**src/drum_xfer_consts.vh**
```
// constants for the drum block transfer control
// assumes an 18-bit processor word, bit 0 of the accumulator is its MSB
//
// What this block does
// - drum words are 18 data bits plus generated parity; core sees 18 bits.
// - transfers move whole 256-word blocks, one block per sector.
// - two sectors per track; 64, 128 or 256 tracks; software addresses sectors.
// - each word moves over the data channel, requested by this control.
// - a faultless block end sets the done flag, which requests an interrupt.
// - 16-bit core address counter increments after every word transfer.
// - 9-bit sector register increments only after a successful block.
// - an 18-bit staging buffer holds words between memory and serial buffer.
// - a 19-bit serial buffer assembles read words and shifts write words.
// - a parity mismatch on a read word sets the error flag.
// - a word request not granted within one word period sets the error flag.
// - code 706006 loads address counter from accumulator 2-17, arms read.
// - code 706046 loads address counter likewise, arms write.
// - code 706106 loads sector from accumulator 9-17, clears flags, starts.
// - code 706204 clears flags and starts with present address and sector.
// - code 706101 skips when the done flag is set.
// - code 706201 skips when the error flag is clear.
// - code 706102 clears both flags.
`ifndef DRUM_XFER_CONSTS_VH
`define DRUM_XFER_CONSTS_VH

// ----------------------------------------
// transfer instruction codes
// ----------------------------------------
`define IOT_LOAD_READ 18'h38C06
`define IOT_LOAD_WRITE 18'h38C26
`define IOT_SECTOR_START 18'h38C46
`define IOT_CONTINUE 18'h38C84
`define IOT_SKIP_DONE 18'h38C41
`define IOT_SKIP_NOERR 18'h38C81
`define IOT_CLEAR_FLAGS 18'h38C42

// ----------------------------------------
// geometry and timing
// ----------------------------------------
`define DATA_BITS 18
`define WORD_BITS 19
`define BLOCK_WORDS 256
`define TRACKS_DEFAULT 256
`define CLK_NS 40
`define DRUM_BIT_NS 4000
`define BIT_CYCLES (`DRUM_BIT_NS / `CLK_NS)
`define WORD_CYCLES (`BIT_CYCLES * `WORD_BITS)

`endif

```
**src/drum_xfer.v**
```verilog
// drum block transfer control: instruction decode, data channel, serializer
// assumes pulse-wide instruction strobes and a channel granting one word each
`include "drum_xfer_consts.vh"
`default_nettype none

module drum_xfer #(
   parameter TRACKS = `TRACKS_DEFAULT,
   parameter BIT_CYCLES = `BIT_CYCLES,
   parameter WORD_CYCLES = `WORD_CYCLES,
   parameter DEPTH = 2
) (
   input wire clk,
   input wire rst,
   input wire iot_pulse,
   input wire [17:0] iot_code,
   input wire [17:0] processor_accumulator,
   output reg skip_q,
   output reg irq_q,
   output reg done_flag_q,
   output reg err_flag_q,
   output reg dch_req_q,
   input wire dch_grant,
   output reg dch_to_core_q,
   output reg [15:0] dch_addr_q,
   output reg [17:0] dch_data_q,
   input wire [17:0] memory_buffer,
   output reg [8:0] sector_q,
   output reg busy_q,
   input wire drum_rd_bit,
   output reg drum_wr_bit_q,
   output reg drum_wr_en_q
);

   // ----------------------------------------
   // decode
   // ----------------------------------------
   function is_code;
      input pulse;
      input [17:0] code;
      input [17:0] want;
      begin
         is_code = pulse & (code == want);
      end
   endfunction

   localparam ST_IDLE = 2'b00;
   localparam ST_RUN = 2'b01;
   localparam ST_END = 2'b10;

   wire do_ld_rd = is_code(iot_pulse, iot_code, `IOT_LOAD_READ);
   wire do_ld_wr = is_code(iot_pulse, iot_code, `IOT_LOAD_WRITE);
   wire do_sel = is_code(iot_pulse, iot_code, `IOT_SECTOR_START);
   wire do_cont = is_code(iot_pulse, iot_code, `IOT_CONTINUE);
   wire do_sk_done = is_code(iot_pulse, iot_code, `IOT_SKIP_DONE);
   wire do_sk_ok = is_code(iot_pulse, iot_code, `IOT_SKIP_NOERR);
   wire do_clr = is_code(iot_pulse, iot_code, `IOT_CLEAR_FLAGS);

   reg [1:0] state_q;
   reg write_mode_q;
   reg [8:0] ser_cnt_q;
   reg [8:0] xfer_cnt_q;
   reg [15:0] tick_cnt_q;
   reg [4:0] bit_cnt_q;
   reg [18:0] shift_q;
   reg ser_go_q;
   reg [15:0] age_q;
   reg s1_q;
   reg s2_q;
   reg s3_q;
   reg rd_bit_q;

   wire running = (state_q == ST_RUN);
   // a start pulse mid-block would wipe the datapath, so only idle takes it
   wire start = (do_sel | do_cont) & (state_q == ST_IDLE);
   localparam [8:0] SECT_MASK = 2 * TRACKS - 1;
   wire tick = running & ser_go_q & (tick_cnt_q == BIT_CYCLES - 1);
   wire word_edge = tick & (bit_cnt_q == `WORD_BITS - 1);
   wire ser_more = (ser_cnt_q != `BLOCK_WORDS);
   wire xfer_more = (xfer_cnt_q != `BLOCK_WORDS);
   wire grant = dch_req_q & dch_grant;

   // ----------------------------------------
   // two-entry staging buffer
   // ----------------------------------------
   // staging buffer
   reg [17:0] word_staging_buffer [0:DEPTH-1];
   reg [0:0] rd_ptr_q;
   reg [0:0] wr_ptr_q;
   reg [1:0] count_q;
   wire buf_valid = (count_q != 2'h0);
   wire buf_ready = (count_q != DEPTH);
   wire [17:0] buf_head = word_staging_buffer[rd_ptr_q];
   reg push_valid;
   reg [17:0] push_data;
   reg pop_ready;
   wire push = push_valid & buf_ready;
   wire pop = pop_ready & buf_valid;

   always @(posedge clk)
   begin
      if (rst | start)
      begin
         rd_ptr_q <= 1'b0;
         wr_ptr_q <= 1'b0;
         count_q <= 2'h0;
      end
      else
      begin
         if (push)
         begin
            word_staging_buffer[wr_ptr_q] <= push_data;
            wr_ptr_q <= wr_ptr_q + 1'b1;
         end
         if (pop)
            rd_ptr_q <= rd_ptr_q + 1'b1;
         count_q <= count_q + {1'b0, push} - {1'b0, pop};
      end
   end

   // ----------------------------------------
   // read data arrival
   // ----------------------------------------
   // read word, parity check
   wire [18:0] rd_word = {shift_q[17:0], rd_bit_q};
   wire rd_par_bad = ~(^rd_word);

   always @*
   begin
      push_valid = 1'b0;
      push_data = 18'h00000;
      pop_ready = 1'b0;
      if (running)
      begin
         if (write_mode_q)
         begin
            push_valid = grant;
            push_data = memory_buffer;
            pop_ready = tick & (bit_cnt_q == 5'h00) & ser_more;
         end
         else
         begin
            push_valid = word_edge & ser_more;
            push_data = rd_word[18:1];
            pop_ready = grant;
         end
      end
   end

   // ----------------------------------------
   // pin synchroniser
   // ----------------------------------------
   always @(posedge clk)
   begin
      if (rst)
      begin
         s1_q <= 1'b0;
         s2_q <= 1'b0;
         s3_q <= 1'b0;
         rd_bit_q <= 1'b0;
      end
      else
      begin
         s1_q <= drum_rd_bit;
         s2_q <= s1_q;
         s3_q <= s2_q;
         if (s2_q == s3_q)
            rd_bit_q <= s3_q;
      end
   end

   // ----------------------------------------
   // main control
   // ----------------------------------------
   reg err_set;
   reg done_set;
   reg [1:0] state_d;
   always @*
   begin
      err_set = 1'b0;
      done_set = 1'b0;
      state_d = state_q;
      case (state_q)
         ST_IDLE:
            if (start)
               state_d = ST_RUN;
         ST_RUN:
         begin
            if (!write_mode_q & word_edge & ser_more & rd_par_bad)
               err_set = 1'b1;
            if (push_valid & !buf_ready)
               err_set = 1'b1;
            if (pop_ready & !buf_valid)
               err_set = 1'b1;
            if (dch_req_q & !dch_grant & (age_q == WORD_CYCLES - 1))
               err_set = 1'b1;
            if (!ser_more & !xfer_more)
               state_d = ST_END;
         end
         ST_END:
         begin
            done_set = ~err_flag_q;
            state_d = ST_IDLE;
         end
         default:
            state_d = ST_IDLE;
      endcase
   end

   always @(posedge clk)
   begin
      if (rst)
      begin
         state_q <= ST_IDLE;
         write_mode_q <= 1'b0;
         done_flag_q <= 1'b0;
         err_flag_q <= 1'b0;
         irq_q <= 1'b0;
         skip_q <= 1'b0;
         sector_q <= 9'h000;
         busy_q <= 1'b0;
      end
      else
      begin
         state_q <= state_d;
         busy_q <= (state_d != ST_IDLE);
         if (do_ld_rd & !running)
            write_mode_q <= 1'b0;
         if (do_ld_wr & !running)
            write_mode_q <= 1'b1;
         // sector load, wraps at drum size
         if (do_sel & !running)
            sector_q <= processor_accumulator[8:0] & SECT_MASK;
         if (done_set)
            sector_q <= (sector_q + 9'h001) & SECT_MASK;
         if (err_set)
            err_flag_q <= 1'b1;
         else if (start | do_clr)
            err_flag_q <= 1'b0;
         if (done_set)
            done_flag_q <= 1'b1;
         else if (start | do_clr)
            done_flag_q <= 1'b0;
         irq_q <= done_set | (done_flag_q & ~(start | do_clr));
         skip_q <= (do_sk_done & done_flag_q) | (do_sk_ok & ~err_flag_q);
      end
   end

   // ----------------------------------------
   // data channel
   // ----------------------------------------
   always @(posedge clk)
   begin
      if (rst)
      begin
         dch_req_q <= 1'b0;
         dch_to_core_q <= 1'b0;
         dch_addr_q <= 16'h0000;
         dch_data_q <= 18'h00000;
         xfer_cnt_q <= 9'h000;
         age_q <= 16'h0000;
      end
      else
      begin
         if ((do_ld_rd | do_ld_wr) & !running)
            dch_addr_q <= processor_accumulator[15:0];
         if (start)
         begin
            xfer_cnt_q <= 9'h000;
            dch_req_q <= 1'b0;
            dch_to_core_q <= ~write_mode_q;
         end
         else if (running)
         begin
            if (grant)
            begin
               dch_req_q <= 1'b0;
               dch_addr_q <= dch_addr_q + 16'h0001;
               xfer_cnt_q <= xfer_cnt_q + 9'h001;
            end
            else if (!dch_req_q & xfer_more)
            begin
               if (write_mode_q & buf_ready & !ser_go_q)
                  dch_req_q <= 1'b1;
               else if (write_mode_q & (count_q == 2'h1) & !pop)
                  dch_req_q <= 1'b1;
               else if (!write_mode_q & buf_valid)
               begin
                  dch_req_q <= 1'b1;
                  dch_data_q <= buf_head;
               end
            end
         end
         else
            dch_req_q <= 1'b0;
         if (dch_req_q & !dch_grant & (age_q != WORD_CYCLES - 1))
            age_q <= age_q + 16'h0001;
         else if (!dch_req_q | grant)
            age_q <= 16'h0000;
      end
   end

   // ----------------------------------------
   // serial shift buffer
   // ----------------------------------------
   // serial shift buffer
   always @(posedge clk)
   begin
      if (rst | start)
      begin
         tick_cnt_q <= 16'h0000;
         bit_cnt_q <= 5'h00;
         shift_q <= 19'h00000;
         ser_cnt_q <= 9'h000;
         ser_go_q <= 1'b0;
         drum_wr_bit_q <= 1'b0;
         drum_wr_en_q <= 1'b0;
      end
      else if (running)
      begin
         // writing waits for a full buffer so a slow grant costs no word
         if (!write_mode_q | (count_q == DEPTH) | !xfer_more)
            ser_go_q <= 1'b1;
         if (ser_go_q)
            tick_cnt_q <= (tick_cnt_q == BIT_CYCLES - 1) ? 16'h0000 :
                          tick_cnt_q + 16'h0001;
         if (tick & ser_more)
         begin
            bit_cnt_q <= word_edge ? 5'h00 : bit_cnt_q + 5'h01;
            if (word_edge)
               ser_cnt_q <= ser_cnt_q + 9'h001;
            if (write_mode_q)
            begin
               drum_wr_en_q <= 1'b1;
               if (bit_cnt_q == 5'h00)
               begin
                  shift_q <= {buf_head[16:0], ~(^buf_head), 1'b0};
                  drum_wr_bit_q <= buf_valid ? buf_head[17] : 1'b0;
               end
               else
               begin
                  shift_q <= {shift_q[17:0], 1'b0};
                  drum_wr_bit_q <= shift_q[18];
               end
            end
            else
               shift_q <= word_edge ? 19'h00000 :
                          {shift_q[17:0], rd_bit_q};
         end
         else if (tick)
            drum_wr_en_q <= 1'b0;
      end
      else
         drum_wr_en_q <= 1'b0;
   end

endmodule

`default_nettype wire

```
**config.mk**
```make
export PLATFORM = sky130hd
export DESIGN_NAME = drum_xfer
export DESIGN_NICKNAME = d
export VERILOG_FILES = /design/src/drum_xfer.v
export VERILOG_INCLUDE_DIRS = /design/src
export SDC_FILE = /design/constraint.sdc
export NUM_CORES = 1
export LEC_CHECK = 0
export ABC_AREA = 1
export BUFFER_PORTS_ARGS = -buffer_cell sky130_fd_sc_hd__buf_2
export CAP_MARGIN = 5
export CORE_MARGIN = 10
export CORE_UTILIZATION = 48
export CTS_BUF_LIST = sky130_fd_sc_hd__clkbuf_4 sky130_fd_sc_hd__clkbuf_8
export CTS_CLUSTER_SIZE = 8
export DETAILED_ROUTE_END_ITERATION = 8
export PLACE_DENSITY = 0.68
export RECOVER_POWER = 50
export REMOVE_ABC_BUFFERS = 1
export SYNTH_ARGS = -nofsm -noshare
export SYNTH_HDL_FRONTEND = slang
export SYNTH_SLANG_ARGS = --single-unit
```
**constraint.sdc**
```tcl
create_clock -name clk -period 7.1 [get_ports clk]
set_clock_uncertainty 0.15 [all_clocks]
set_input_delay 0.355 -clock clk [delete_from_list [all_inputs] [get_ports clk]]
set_output_delay 0.355 -clock clk [all_outputs]
set_load 0.02 [all_outputs]
```
After elaboration in Yosys (flattened, before gate mapping) --
Memory sizes are Yosys's and may differ from the RTL's. A register that Yosys moved wholly into a read port is not among the register bits. Cells that the tools add are included.
Storage, ports and cells: bits in registers 138, bits in latches 0, memory bits (writable) 36, bits in read-only memories 0, logic and storage cells 200, memories kept 1
Memory list:
- word_staging_buffer | depth 2, bits a word 18, rd ports 1, clocked after Yosys merged registers in 1, wr ports 1, line drum_xfer.v:86 | reg [17:0] word_staging_buffer [0:DEPTH-1];
Operators by class: add/subtract/negate cells 11, $mul 0, div/mod/pow operators 0, order comparisons 0, equality and inequality tests 20, shifts and indexed selects 0, mux-type cells 46, bitwise gates (word level) 59, reductions and logical operators 35
Operators by type and width (number):
- 18-bit equality test, second input constant | 7
- 16-bit two-way mux | 7
- 19-bit two-way mux | 3
- 16-bit by 1-bit adder with 16-bit output, second input constant | 3
- 1-bit bitwise AND | 40
- 18-bit two-way mux | 2
- 1-bit two-way mux | 28
- 9-bit by 1-bit adder with 9-bit output, second input constant | 3
- 19-bit parity | 1
- 9-bit two-way mux | 2
- 9-bit != test, second input constant | 2
- 18-bit parity | 1
- 16-bit by 11-bit equality test with 1-bit output, second input constant | 1
- 16-bit by 7-bit equality test with 1-bit output, second input constant | 1
- 16-bit by 11-bit != test with 1-bit output, second input constant | 1
- 2-bit nonzero test | 8
- 2-bit AND reduction | 6
- 1-bit logical NOT | 10
- 1-bit inverter | 10
- 1-bit OR | 9
- 7-bit AND reduction | 1
- 3-bit AND reduction | 2
- 5-bit by 1-bit adder with 5-bit output, second input constant | 1
- 5-bit equality test, second input constant | 1
- 15 further kinds | 21

Logic depth before layout (Yosys ltp) --
Gate-level depths: netlist of run 1.
word-level depth 13, mapped depth 17

Worst setup path after synthesis of run 1 --
Ideal clock, no wire load.
kind register to register, from register tick_cnt_q[0], to memory word_staging_buffer[1][0], enable pin, library setup time 0.416 ns, arrival 2.689 ns, required time 6.534 ns, slack 3.845 ns, cell stages (with the launch flop) 10, buffers on the path 0, cell sequence dfxtp_1 > ha_1 > nand4_1 > nor2_1 > nand3_4 > nor2_4 > nand3_1 > o21ai_2 > nand2_1 > nor3_1
Between the ends: longest elaborated chain between the ends 10
RTL lines:
- start, declared | line drum_xfer.v:62 | reg [15:0] tick_cnt_q;
- start signal, assigned | line drum_xfer.v:324 | tick_cnt_q <= (tick_cnt_q == BIT_CYCLES - 1) ? 16'h0000 :
- 16-bit by 7-bit equality test with 1-bit output | line drum_xfer.v:76 | wire tick = running & ser_go_q & (tick_cnt_q == BIT_CYCLES - 1);
- 1-bit bitwise AND | line drum_xfer.v:76
- 1-bit bitwise AND | line drum_xfer.v:77 | wire word_edge = tick & (bit_cnt_q == `WORD_BITS - 1);
- 1-bit bitwise AND | line drum_xfer.v:142 | push_valid = word_edge & ser_more;
- 1-bit two-way mux | line drum_xfer.v:134 | if (write_mode_q)
- 1-bit two-way mux | line drum_xfer.v:132 | if (running)
- 1-bit bitwise AND | line drum_xfer.v:96 | wire push = push_valid & buf_ready;
- 1-bit two-way mux | line drum_xfer.v:109 | if (push)
- 1-bit two-way mux | line drum_xfer.v:101 | if (rst | start)
- 1-bit two-way mux (implied by the code) | line drum_xfer.v:111 | word_staging_buffer[wr_ptr_q] <= push_data;
- end, declared | line drum_xfer.v:86
Every way passes these cells.

Worst setup path after layout of run 1 --
from register state_q[0], to register count_q[1]
Between the ends: longest elaborated chain between the ends 10
RTL lines:
- start, declared | line drum_xfer.v:58 | reg [1:0] state_q;
- start signal, assigned | line drum_xfer.v:224 | state_q <= state_d;
- 2-bit by 1-bit equality test with 1-bit output | line drum_xfer.v:72 | wire running = (state_q == ST_RUN);
- 1-bit bitwise AND (2 in a row) | line drum_xfer.v:76
- 1-bit bitwise AND | line drum_xfer.v:77
- 1-bit bitwise AND | line drum_xfer.v:142
- 1-bit two-way mux | line drum_xfer.v:134
- 1-bit two-way mux | line drum_xfer.v:132
- 1-bit bitwise AND | line drum_xfer.v:96
- 2-bit by 1-bit adder with 2-bit output | line drum_xfer.v:116 | count_q <= count_q + {1'b0, push} - {1'b0, pop};
- 2-bit by 1-bit subtractor with 2-bit output | line drum_xfer.v:116
- end signal, assigned | line drum_xfer.v:116
- end, declared | line drum_xfer.v:89 | reg [1:0] count_q;
Parallel ways exist; a longest one is shown, timed or not. A chain may end at the register's enable or synchronous reset.

==> results of run 1 <==
state kept, by name, indices dropped and copies added, names as in the netlist, 2 cells and up, named ones only:
signal,count
word_staging_buffer,36
shift_q,19
dch_data_q,18
age_q,16
dch_addr_q,16
tick_cnt_q,16
sector_q,9
ser_cnt_q,9
xfer_cnt_q,9
bit_cnt_q,5
count_q,2
state_q,2
cell families after synthesis:
family | count (synthesis)
adder cells (fa/ha/maj) | 13
buffers and inverters | 200
AO/OA/AOI/OAI | 250
flip-flops | 175
XOR/XNOR | 40
AND/OR/NAND/NOR | 637
worst paths after layout:
kind | startpoint | endpoint | slack, ns | cells after the start
max | state_q[0] | count_q[1] | 2.26 | 12
min | processor_accumulator[4] | dch_addr_q[4] | 0.02 | 3
max reg2reg | state_q[0] | count_q[1] | 2.26 | 12
min reg2reg | s1_q | s2_q | 0.26 | 2
cells in the final DEF (no fill, tap or decap), types with 4 or more instances in the layout:
cell,Yosys,routed
inv_6,1,5
o21ai_1,4,4
nor4_1,9,9
a21oi_1,119,119
clkbuf_8,0,17
nand2_1,359,359
buf_4,1,6
dfxtp_1,139,139
nor3b_1,6,6
xor2_1,26,26
nor2_1,93,94
buf_2,12,56
inv_1,144,146
inv_2,6,4
o21ai_0,88,88
nand4_1,25,25
nor2_2,5,5
a211oi_1,13,13
nand3_1,67,67
nor2_4,6,5
edfxtp_1,36,36
clkbuf_1,18,53
nor3_1,33,34
a31oi_1,13,13
dlygate4sd3_1,0,9
ha_1,13,13
nor3_2,8,7
xnor2_1,14,14
metal layers:
metal	up-vias	GRT usage	wire length, um
li1	4534	-	-
met1	3995	0.233	11000
met2	161	0.300	11500
met3	29	0.0294	887
met4	0	0.0601	410
met5	-	0	0
worst reg2reg max path, stage by stage, from the launching register on:
cell	delay, ns
dfxtp_1	0.33
inv_1	0.06
nor2_1	1.42
inv_2	0.66
nor2_4	0.55
inv_2	0.32
o21ai_2	0.24
nand2_1	0.12
ha_1	0.30
inv_1	0.04
ha_1	0.17
or2_2	0.29
a21oi_1	0.12
Yosys cell counts, drive strengths merged, types with 3 or more instances:
master | number | share of area
nand2 | 364 | 0.15
inv | 152 | 0.061
dfxtp | 139 | 0.29
a21oi | 120 | 0.064
nor2 | 104 | 0.047
o21ai | 94 | 0.050
nand3 | 69 | 0.038
nor3 | 42 | 0.028
edfxtp | 36 | 0.11
buf | 28 | 0.021
nand4 | 26 | 0.018
xor2 | 26 | 0.024
clkbuf | 18 | 0.0071
xnor2 | 14 | 0.013
a211oi | 13 | 0.010
a31oi | 13 | 0.0086
ha | 13 | 0.017
nor4 | 13 | 0.013
nor3b | 8 | 0.0074
or2 | 7 | 0.0049
and3 | 3 | 0.0020
layout make-up:
| cell class | instances | area (um^2) | area share |
|---|---|---|---|
| Clock buffer | 17 | 234 | 0.0222 |
| Clock inverter | 15 | 183 | 0.0173 |
| Inverter | 154 | 586 | 0.0555 |
| Multi-Input combinational cell | 940 | 4740 | 0.449 |
| Sequential cell | 175 | 3860 | 0.366 |
| Tap cell | 265 | 332 | 0.0314 |
| Timing Repair Buffer | 124 | 614 | 0.0582 |
stage by stage:
stage	instances	setup WS, ns
3_3_place_gp	1649	3.59
6_report	1690	2.26
3_5_place_dp	1649	3.57
4_1_cts	1690	3.55
2_1_floorplan	1269	3.41
5_1_grt	1690	1.82
power breakdown:
part | internal, uW | switching (uW)
registers | 1010 | 0.286
logic | 18.6 | 28.6
clock network | 353 | 387
total | 1380 | 416
==> summary.txt, run 1 <==
Route
  – DRC Markers: 0
  – Routed WL per cell: 14.1 um
  – Routed wire length: 23800 um
  – Initial DRC count: 526
  – First-pass DRT Iterations: 5
  – Via-to-Cell Ratio: 5.16
  – Final ANT Viol Nets: 0
  – Via count: 8719

Synthesis
  – Cell count after synthesis: 1315
  – Yosys cell types: 55
  – Post-synth EDFFs: 36
  – Synth Area in Compound Gates: 0.142
  – Synth Area in Adders: 0.0172
  – Synthesis warning total: 0
  – Post-Synth Simple-Gate Area: 0.306
  – Sequential area share after synthesis: 0.408
  – Synth Area per Inst: 7.20 um^2
  – #FFs+latches synth: 175
  – XOR/XNOR share of the synthesized area: 0.0370
  – Largest family of logic cells by synthesized area: simple AND/OR/NAND/NOR gates
  – Synth Flop Type: dfxtp_1
  – Async SR Flop Fraction: 0
  – Synth Cell Area: 9470 um^2
  – Mux cell area share after synthesis: 0

Finish
  – Ant. Diodes: 0
  – Post-route cell area: 10600 um^2
  – Share of cells above drive strength 1: 0.0975
  – Synth-to-Final Area Change: 11.4%
  – Fillcell total: 1911
  – Nets@finish: 1484
  – Core Util, Final: 0.542

Setup path
  – Crit-path leading delay family: simple AND/OR/NAND/NOR gates
  – CP Buf/Inv Count: 4
  – Critical-path cell list: inv_1 > nor2_1 > inv_2 > nor2_4 > inv_2 > o21ai_2 > nand2_1 > ha_1 > inv_1 > ha_1 > or2_2 > a21oi_1
  – CP arrival: 5.08 ns
  – CP peak stage delay: 1.42 ns
  – Crit end category: flip-flop
  – Startpoint types: flip-flop
  – CP max-delay cell: nor2_1
  – Crit Path Category: reg2reg
  – WP data required: 7.34 ns
  – Crit path max fanout: 27

GRT
  – Vias in the first global route: 7954
  – Largest net degree at the start of global routing: 58
  – Total GRT Usage: 0.180
  – GRT overflow: 0
  – Antenna violations before repair: 0
  – First-pass GRT wire length: 39200 um

Floorplan
  – Row cnt: 51
  – Initial core utilization: 0.486
  – IO Count: 111
  – Core area: 19500 um^2
  – Chip width: 160 um
  – Chip height: 160 um
  – Die area: 25700 um^2

Clock network
  – Clock-pin slew on the worst setup and hold paths: 0.10 ns
  – Htree depth: 4
  – Clock buffer depth: 2
  – CTS tree: done
  – Clock latency on the worst-skew pair: 0.47 ns
  – Hold buffers post-CTS: 9
  – Total CTS buffers: 17
  – Setup Fix Bufs, Post-CTS: 0
  – PostCTS Resize Cnt: 0
  – Clk sinks: 175
  – Root buffer cell: clkbuf_8

Power and ir drop
  – Worst vdd ir: 114 uV
  – Tot Pwr: 1800 uW
  – Pwr/cell area: 170 nW/um^2
  – Leakage: 0.00415 uW

Place
  – Port-buffer cells: 108
  – Placer's final routability congestion estimate: 0.919
  – DP Wirelength: 16800 um
  – Placed cell areas: 10100 um^2

Outcome
  – Status: finished, violations left
  – Failing checks: max-capacitance violations, max-slew violations

Timing
  – TNS Setup: 0 ns
  – Max-slew violations: 72
  – Slew of the pin with the lowest slew margin: 2.27 ns
  – Relative slew slack: -0.511
  – Post-route clock period utilization: 0.682
  – # setup viols final: 0
  – RSZ-0062 raised after global routing: false
  – Final hold vios: 0
  – Minimum clock period: 4.84 ns
  – F_max: 207 MHz
  – Final hold slack: 0.0234 ns

Job
  – Max_cap viols: 2

Hold path
  – HP Class: in2reg
Power figures use the tool's default switching activity.
==> run 2, diff against run 1 <==
- clock period: 7.1 -> 4.85 ns (I/O delays scaled with it)
==> run 2 against run 1 <==
Count of clock-buffer cells in the layout up 2. Total power up 43%. First-iteration DRC count up 28%. Via count up 1.2%. Sequential power up 47%. Hold slack better by 0.018 ns. The run still ends with max-capacitance violations, max-slew violations left. Flip-flop and latch count unchanged. Critical endpoint unchanged. Global-route usage up 0.36 points. Register-to-register slack worse by 1.2 ns. Non-clock buffer count up 23. Sequential share of layout area down 0.61 points.
==> summary.txt, run 2 (synthesis results as in run 1) <==
Outcome
  – Status: finished, violations left
  – Failing checks: max-capacitance violations, max-slew violations

Finish
  – Share of cells above drive strength 1: 0.0953 (-0.00224)
  – Nets@finish: 1507 (+1.5%)
  – Largest registers: word_staging_buffer x36, shift_q x19, dch_data_q x18
  – Synth-to-Final Area Change: 13.3%
  – Commonest non-fill, non-tap cell in the layout: nand2_1
  – Area of the multi-input gates: 4730 um^2 (-0.26%)
  – Storage element area: 3860 um^2 (unchanged)
  – Top reg by flops: word_staging_buffer
  – Max reg flops: 36 (unchanged)
  – Commonest non-fill, non-tap cells in the layout: 361 x nand2_1, 147 x inv_1, 139 x dfxtp_1
  – Ant. Diodes: 0 (unchanged)
  – Fillcell total: 1947 (+1.9%)
  – Post-route cell area: 10700 um^2 (+1.7%)

Hold path
  – Hold endpoint: word_staging_buffer[1][16]
  – Worst Hold Depth: 3 (unchanged)
  – HP Class: in2reg
  – Worst hold start: memory_buffer[16]

Route
  – Via-to-Cell Ratio: 5.15 (-0.13%)
  – Final ANT Viol Nets: 0 (unchanged)
  – Via count: 8826 (+1.2%)
  – Routed wire length: 24100 um (+1.3%)
  – Initial DRC count: 672 (+28%)
  – DRC Markers: 0 (unchanged)
  – First-pass DRT Iterations: 5 (unchanged)
  – Routed WL per cell: 14.1 um (about the same)

Timing
  – Max-slew violations: 48 (-33%)
  – Minimum clock period: 3.82 ns (-1.02 ns)
  – Final hold vios: 0 (unchanged)
  – Relative slew slack: -0.500 (+0.0105)
  – TNS Setup: 0 ns (unchanged)
  – Worst Slack Setup Final: 1.03 ns (-1.23 ns)
  – Slew of the pin with the lowest slew margin: 2.25 ns (-0.0157 ns)
  – RSZ-0062 raised after global routing: false
  – F_max: 262 MHz (+27%)
  – Post-route clock period utilization: 0.788 (+0.106)
  – # setup viols final: 0 (unchanged)

GRT
  – Largest net degree at the start of global routing: 48 (-17%)
  – First-pass GRT wire length: 39700 um (+1.5%)
  – GRT overflow: 0 (unchanged)
  – Antenna violations before repair: 0 (unchanged)
  – Vias in the first global route: 8061 (+1.3%)
  – Total GRT Usage: 0.184 (+0.00364)

Setup path
  – Reg2reg end: count_q[1]
  – Crit Path Category: reg2reg
  – WP data required: 5.10 ns (-2.24 ns)
  – Reg2reg setup slack: 1.03 ns (-1.23 ns)
  – Reg2Reg Launch Point: state_q[0]
  – FF-to-FF path depth: 12 (unchanged)
  – CP arrival: 4.07 ns (-1.01 ns)
  – Startpoint types: flip-flop
  – Crit path max fanout: 27 (unchanged)
  – Crit end category: flip-flop

Clock network
  – Clock buffer depth: 2 (unchanged)
  – Clk sinks: 175 (unchanged)
  – Clock latency on the worst-skew pair: 0.48 ns (about the same)
  – Clock-pin slew on the worst setup and hold paths: 0.10 ns (about the same)
  – Total CTS buffers: 17 (unchanged)
  – Htree depth: 4 (unchanged)
  – Root buffer cell: clkbuf_8
  – CTS tree: done

Power and ir drop
  – Tot Pwr: 2570 uW (+43%)
  – Leakage: 0.00419 uW (+1.1%)
  – Worst vdd ir: 162 uV (+42%)
  – Pwr/cell area: 239 nW/um^2 (+41%)

Floorplan
  – Chip height: 160 um (unchanged)
  – Row cnt: 51 (unchanged)
  – Initial core utilization: 0.486 (unchanged)
  – Core area: 19500 um^2 (unchanged)
  – Die area: 25700 um^2 (unchanged)
  – Chip width: 160 um (unchanged)
  – IO Count: 111 (unchanged)

Place
  – Dpl ws: 1.30 ns (-2.27 ns)
  – DP Wirelength: 17200 um (+2.1%)
  – Placer's final routability congestion estimate: 0.874 (-4.9%)
  – Placed cell areas: 10100 um^2 (+0.15%)
  – Port-buffer cells: 108 (unchanged)

Job
  – Max_cap viols: 1 (-1)
-- run 2: changes by cell type in the layout (fill, tap and decap cells not counted), moves of 2 or more --
cell           before  now
nor3_1             34   32
dlygate4sd3_1       9   30
nor3_2              7    9
bufinv_16           3    1
nand2_1           359  361
buf_2              56   54
buf_4               6    8
clkbuf_1           53   55
-- run 2: layer usage --
metal,global-route usage,share of wire,vias to the layer above
met2,0.304,0.48,176
met4,0.0626,0.020,0
met5,0,0,-
met1,0.238,0.46,4037
met3,0.0309,0.044,34
li1,-,-,4579
-- run 2: what timing repair did --
item / CTS / global route
endpoints found under the hold margin: 41 / 0
hold buffers: 30 / 0
setup buffers: 0 / 0
gates resized for setup: 0 / 0
-- run 2: worst max-delay path, cell delays in order (launching register included) --
cell and delay (ns):
dfxtp_1 0.34, inv_1 0.07, nor2_4 0.48, inv_1 0.59, nor2_4 0.51, inv_2 0.31
o21ai_2 0.24, nand2_1 0.12, ha_1 0.29, inv_1 0.04, ha_1 0.17, or2_2 0.29
a21oi_1 0.12
-- run 2: metrics by stage --
step | hold slack, ns | std cells | utilization
2_1_floorplan | 0.162 | 1269 | -
3_3_place_gp | 0.242 | 1651 | 0.521
3_5_place_dp | 0.247 | 1651 | 0.521
4_1_cts | 0.00482 | 1713 | 0.556
5_1_grt | 0.0235 | 1713 | 0.551
6_report | 0.0416 | 1713 | 0.551
-- run 2: worst max-delay path by stage --
| stage | depth (start not counted) | endpoint | start | slack [ns] |
|---|---|---|---|---|
| final | 12 | count_q[1] | state_q[0] | 1.03 |
| after global placement | 12 | count_q[1] | state_q[0] | 1.34 |
| after global routing | 12 | count_q[1] | state_q[0] | 0.65 |
| after detailed placement | 12 | count_q[1] | state_q[0] | 1.30 |
| after CTS | 12 | count_q[1] | state_q[0] | 1.28 |
| after floorplan | 4 | word_staging_buffer[1][0] | write_mode_q | 1.16 |
-- run 2: power breakdown --
group	internal (uW)	switching (uW)	total [uW]
Clock	437	572	1010
Sequential	1480	0.401	1480
Combinational	36.5	44.4	80.9
-- run 2: final cells by class --
type | count | area share
clock buffer | 19 | 0.0238
clock inverter | 13 | 0.0120
inverter | 154 | 0.0546
multi-input combinational | 940 | 0.441
sequential | 175 | 0.360
tap | 265 | 0.0309
timing repair buffer | 147 | 0.0780
==> run 3, diff against run 2 <==
- PLACE_DENSITY: 0.68 -> 0.7
- clock period: 4.85 -> 3.4 ns (I/O delays scaled with it)
==> run 3 against run 2 <==
Largest cell class unchanged. The run now ends clean. Combinational power grew 57%. Via count grew 1.8%. Register-to-register slack lost 0.59 ns. Sequential power grew 43%. Wire length grew 1.5%. Setup slack lost 0.65 ns. Final cell count grew 1.3%. Count of clock-buffer cells in the layout shrank 1. Core utilization grew 1.0 points. Sequential share of layout area shrank 0.67 points. Critical path depth shrank 3. Highest routed layer unchanged. Critical path type is now in2reg. Critical endpoint is now write_mode_q. Largest power group unchanged.
==> summary.txt, run 3 (synthesis results as in run 1) <==
Outcome
  – Status: finished clean

Floorplan
  – Initial core utilization: 0.486 (unchanged)
  – IO Count: 111 (unchanged)
  – Die area: 25700 um^2 (unchanged)
  – Row cnt: 51 (unchanged)
  – Core area: 19500 um^2 (unchanged)
  – Chip width: 160 um (unchanged)
  – Chip height: 160 um (unchanged)

Hold path
  – Worst hold start: iot_code[0]
  – Worst Hold Depth: 5 (+2)
  – HP Class: in2reg
  – Hold endpoint: err_flag_q

Clock network
  – PostCTS Resize Cnt: 0 (unchanged)
  – Clock-pin slew on the worst setup and hold paths: 0.09 ns (about the same)
  – CTS tree: done
  – Htree depth: 4 (unchanged)
  – Root buffer cell: clkbuf_8
  – Clock buffer depth: 2 (unchanged)
  – Total CTS buffers: 17 (unchanged)
  – Clock latency on the worst-skew pair: 0.46 ns (-0.02 ns)
  – Clk sinks: 175 (unchanged)

GRT
  – Antenna violations before repair: 1 (+1)
  – First-pass GRT wire length: 40000 um (+0.64%)
  – Total GRT Usage: 0.184 (+0.000236)
  – Vias in the first global route: 8372 (+3.9%)
  – GRT overflow: 0 (unchanged)
  – Largest net degree at the start of global routing: 48 (unchanged)

Timing
  – Minimum clock period: 3.02 ns
  – F_max: 331 MHz
  – Final hold vios: 0 (unchanged)
  – RSZ-0062 raised after global routing: false
  – Post-route clock period utilization: 0.887
  – Relative slew slack: 0.303 (+0.803)
  – Max-slew violations: 0 (-100%)
  – Slew of the pin with the lowest slew margin: 1.05 ns (-1.21 ns)
  – # setup viols final: 0 (unchanged)

Route
  – Final ANT Viol Nets: 0 (unchanged)
  – Routed WL per cell: 14.1 um (+0.19%)
  – Routed wire length: 24500 um (+1.5%)
  – Initial DRC count: 548 (-18%)
  – Via count: 8981 (+1.8%)
  – First-pass DRT Iterations: 5 (unchanged)
  – DRC Markers: 0 (unchanged)
  – Via-to-Cell Ratio: 5.17 (+0.41%)

Finish
  – Top reg by flops: word_staging_buffer
  – Synth-to-Final Area Change: 15.5%
  – Post-route cell area: 10900 um^2 (+1.9%)
  – Nets@finish: 1529 (+1.5%)
  – Commonest non-fill, non-tap cells in the layout: 360 x nand2_1, 147 x inv_1, 139 x dfxtp_1
  – Fin cells: 1736 (+1.3%)
  – Max reg flops: 36 (unchanged)
  – Commonest non-fill, non-tap cell in the layout: nand2_1
  – Core Util, Final: 0.562 (+0.0104)
  – Fillcell total: 1870 (-4.0%)
  – Share of cells above drive strength 1: 0.0993 (+0.00402)
  – Largest registers: word_staging_buffer x36, shift_q x19, dch_data_q x18

Place
  – Port-buffer cells: 108 (unchanged)
  – DP Wirelength: 17400 um (+1.1%)
  – Placed Cells: 1659 (+0.48%)
  – Placed cell areas: 10200 um^2 (+0.59%)
  – Placer's final routability congestion estimate: 0.874 (about the same)

Setup path
  – FF-to-FF path depth: 13 (+1)
  – Crit Path Category: in2reg
  – Reg2reg end: count_q[1]
  – Crit path max fanout: 3 (-89%)
  – CP arrival: 3.26 ns (-0.81 ns)
  – Reg2reg setup slack: 0.44 ns (-0.59 ns)
  – Reg2Reg Launch Point: state_q[0]
  – WP data required: 3.64 ns (-1.46 ns)
  – Startpoint types: input pin
  – Crit end category: flip-flop

Power and ir drop
  – Leakage: 0.00430 uW (+2.7%)
  – Worst vdd ir: 229 uV (+41%)
  – Pwr/cell area: 335 nW/um^2 (+40%)

Job
  – Max_cap viols: 0 (-1)
[run 3: worst max-delay path: stages]
cell and delay, ns:
dlygate4sd3_1 0.54, buf_2 0.11, nand3_1 0.07, dlygate4sd3_1 0.57, nor3_1 0.39, dlygate4sd3_1 0.65
nand2_1 0.05, dlygate4sd3_1 0.56, a21oi_1 0.14
[run 3: timing repair]
action | CTS | global route
hold buffers | 44 | 0
setup buffers | 0 | 0
endpoints found under the hold margin | 70 | 0
[run 3: power breakdown]
group          internal (uW)  switching, uW
registers               2110          0.622
logic                   62.9           64.1
clock network            659            770
total                   2830            835
[run 3: layout make-up]
| class | count | area (um^2) | share of cell area |
|---|---|---|---|
| Antenna cell | 1 | 2.50 | 0.000229 |
| Clock buffer | 18 | 241 | 0.0221 |
| Clock inverter | 14 | 140 | 0.0128 |
| Inverter | 154 | 586 | 0.0536 |
| Multi-Input combinational cell | 940 | 4730 | 0.432 |
| Sequential cell | 175 | 3860 | 0.353 |
| Tap cell | 265 | 332 | 0.0303 |
| Timing Repair Buffer | 169 | 1040 | 0.0951 |
[run 3: layer usage]
layer	part of all wire	global-route usage	up-vias
met2	0.48	0.306	210
met4	0.022	0.0701	0
met5	0	0	-
met1	0.45	0.230	4110
li1	-	-	4619
met3	0.049	0.0373	42
[run 3: how the worst max path moves through the flow]
stage	to	start	slack [ns]
after floorplan	word_staging_buffer[1][0]	write_mode_q	-0.29
after global placement	count_q[1]	tick_cnt_q[0]	0.67
after detailed placement	count_q[1]	tick_cnt_q[0]	0.61
after CTS	write_mode_q	iot_code[10]	0.47
after global routing	count_q[1]	state_q[0]	0.22
final	write_mode_q	iot_code[10]	0.38
[run 3: per-stage QoR]
stage / TNS (ns) / setup slack, ns / power [uW] / hold slack [ns]
finish: 0 / 0.383 / 3660 / 0.0593
CTS: 0 / 0.469 / 3700 / 0.0361
global placement: 0 / 0.666 / 2250 / 0.241
global route: 0 / 0.223 / 3790 / 0.0826
floorplan: -5.16 / -0.287 / 2190 / 0.0891
detailed placement: 0 / 0.606 / 2250 / 0.240
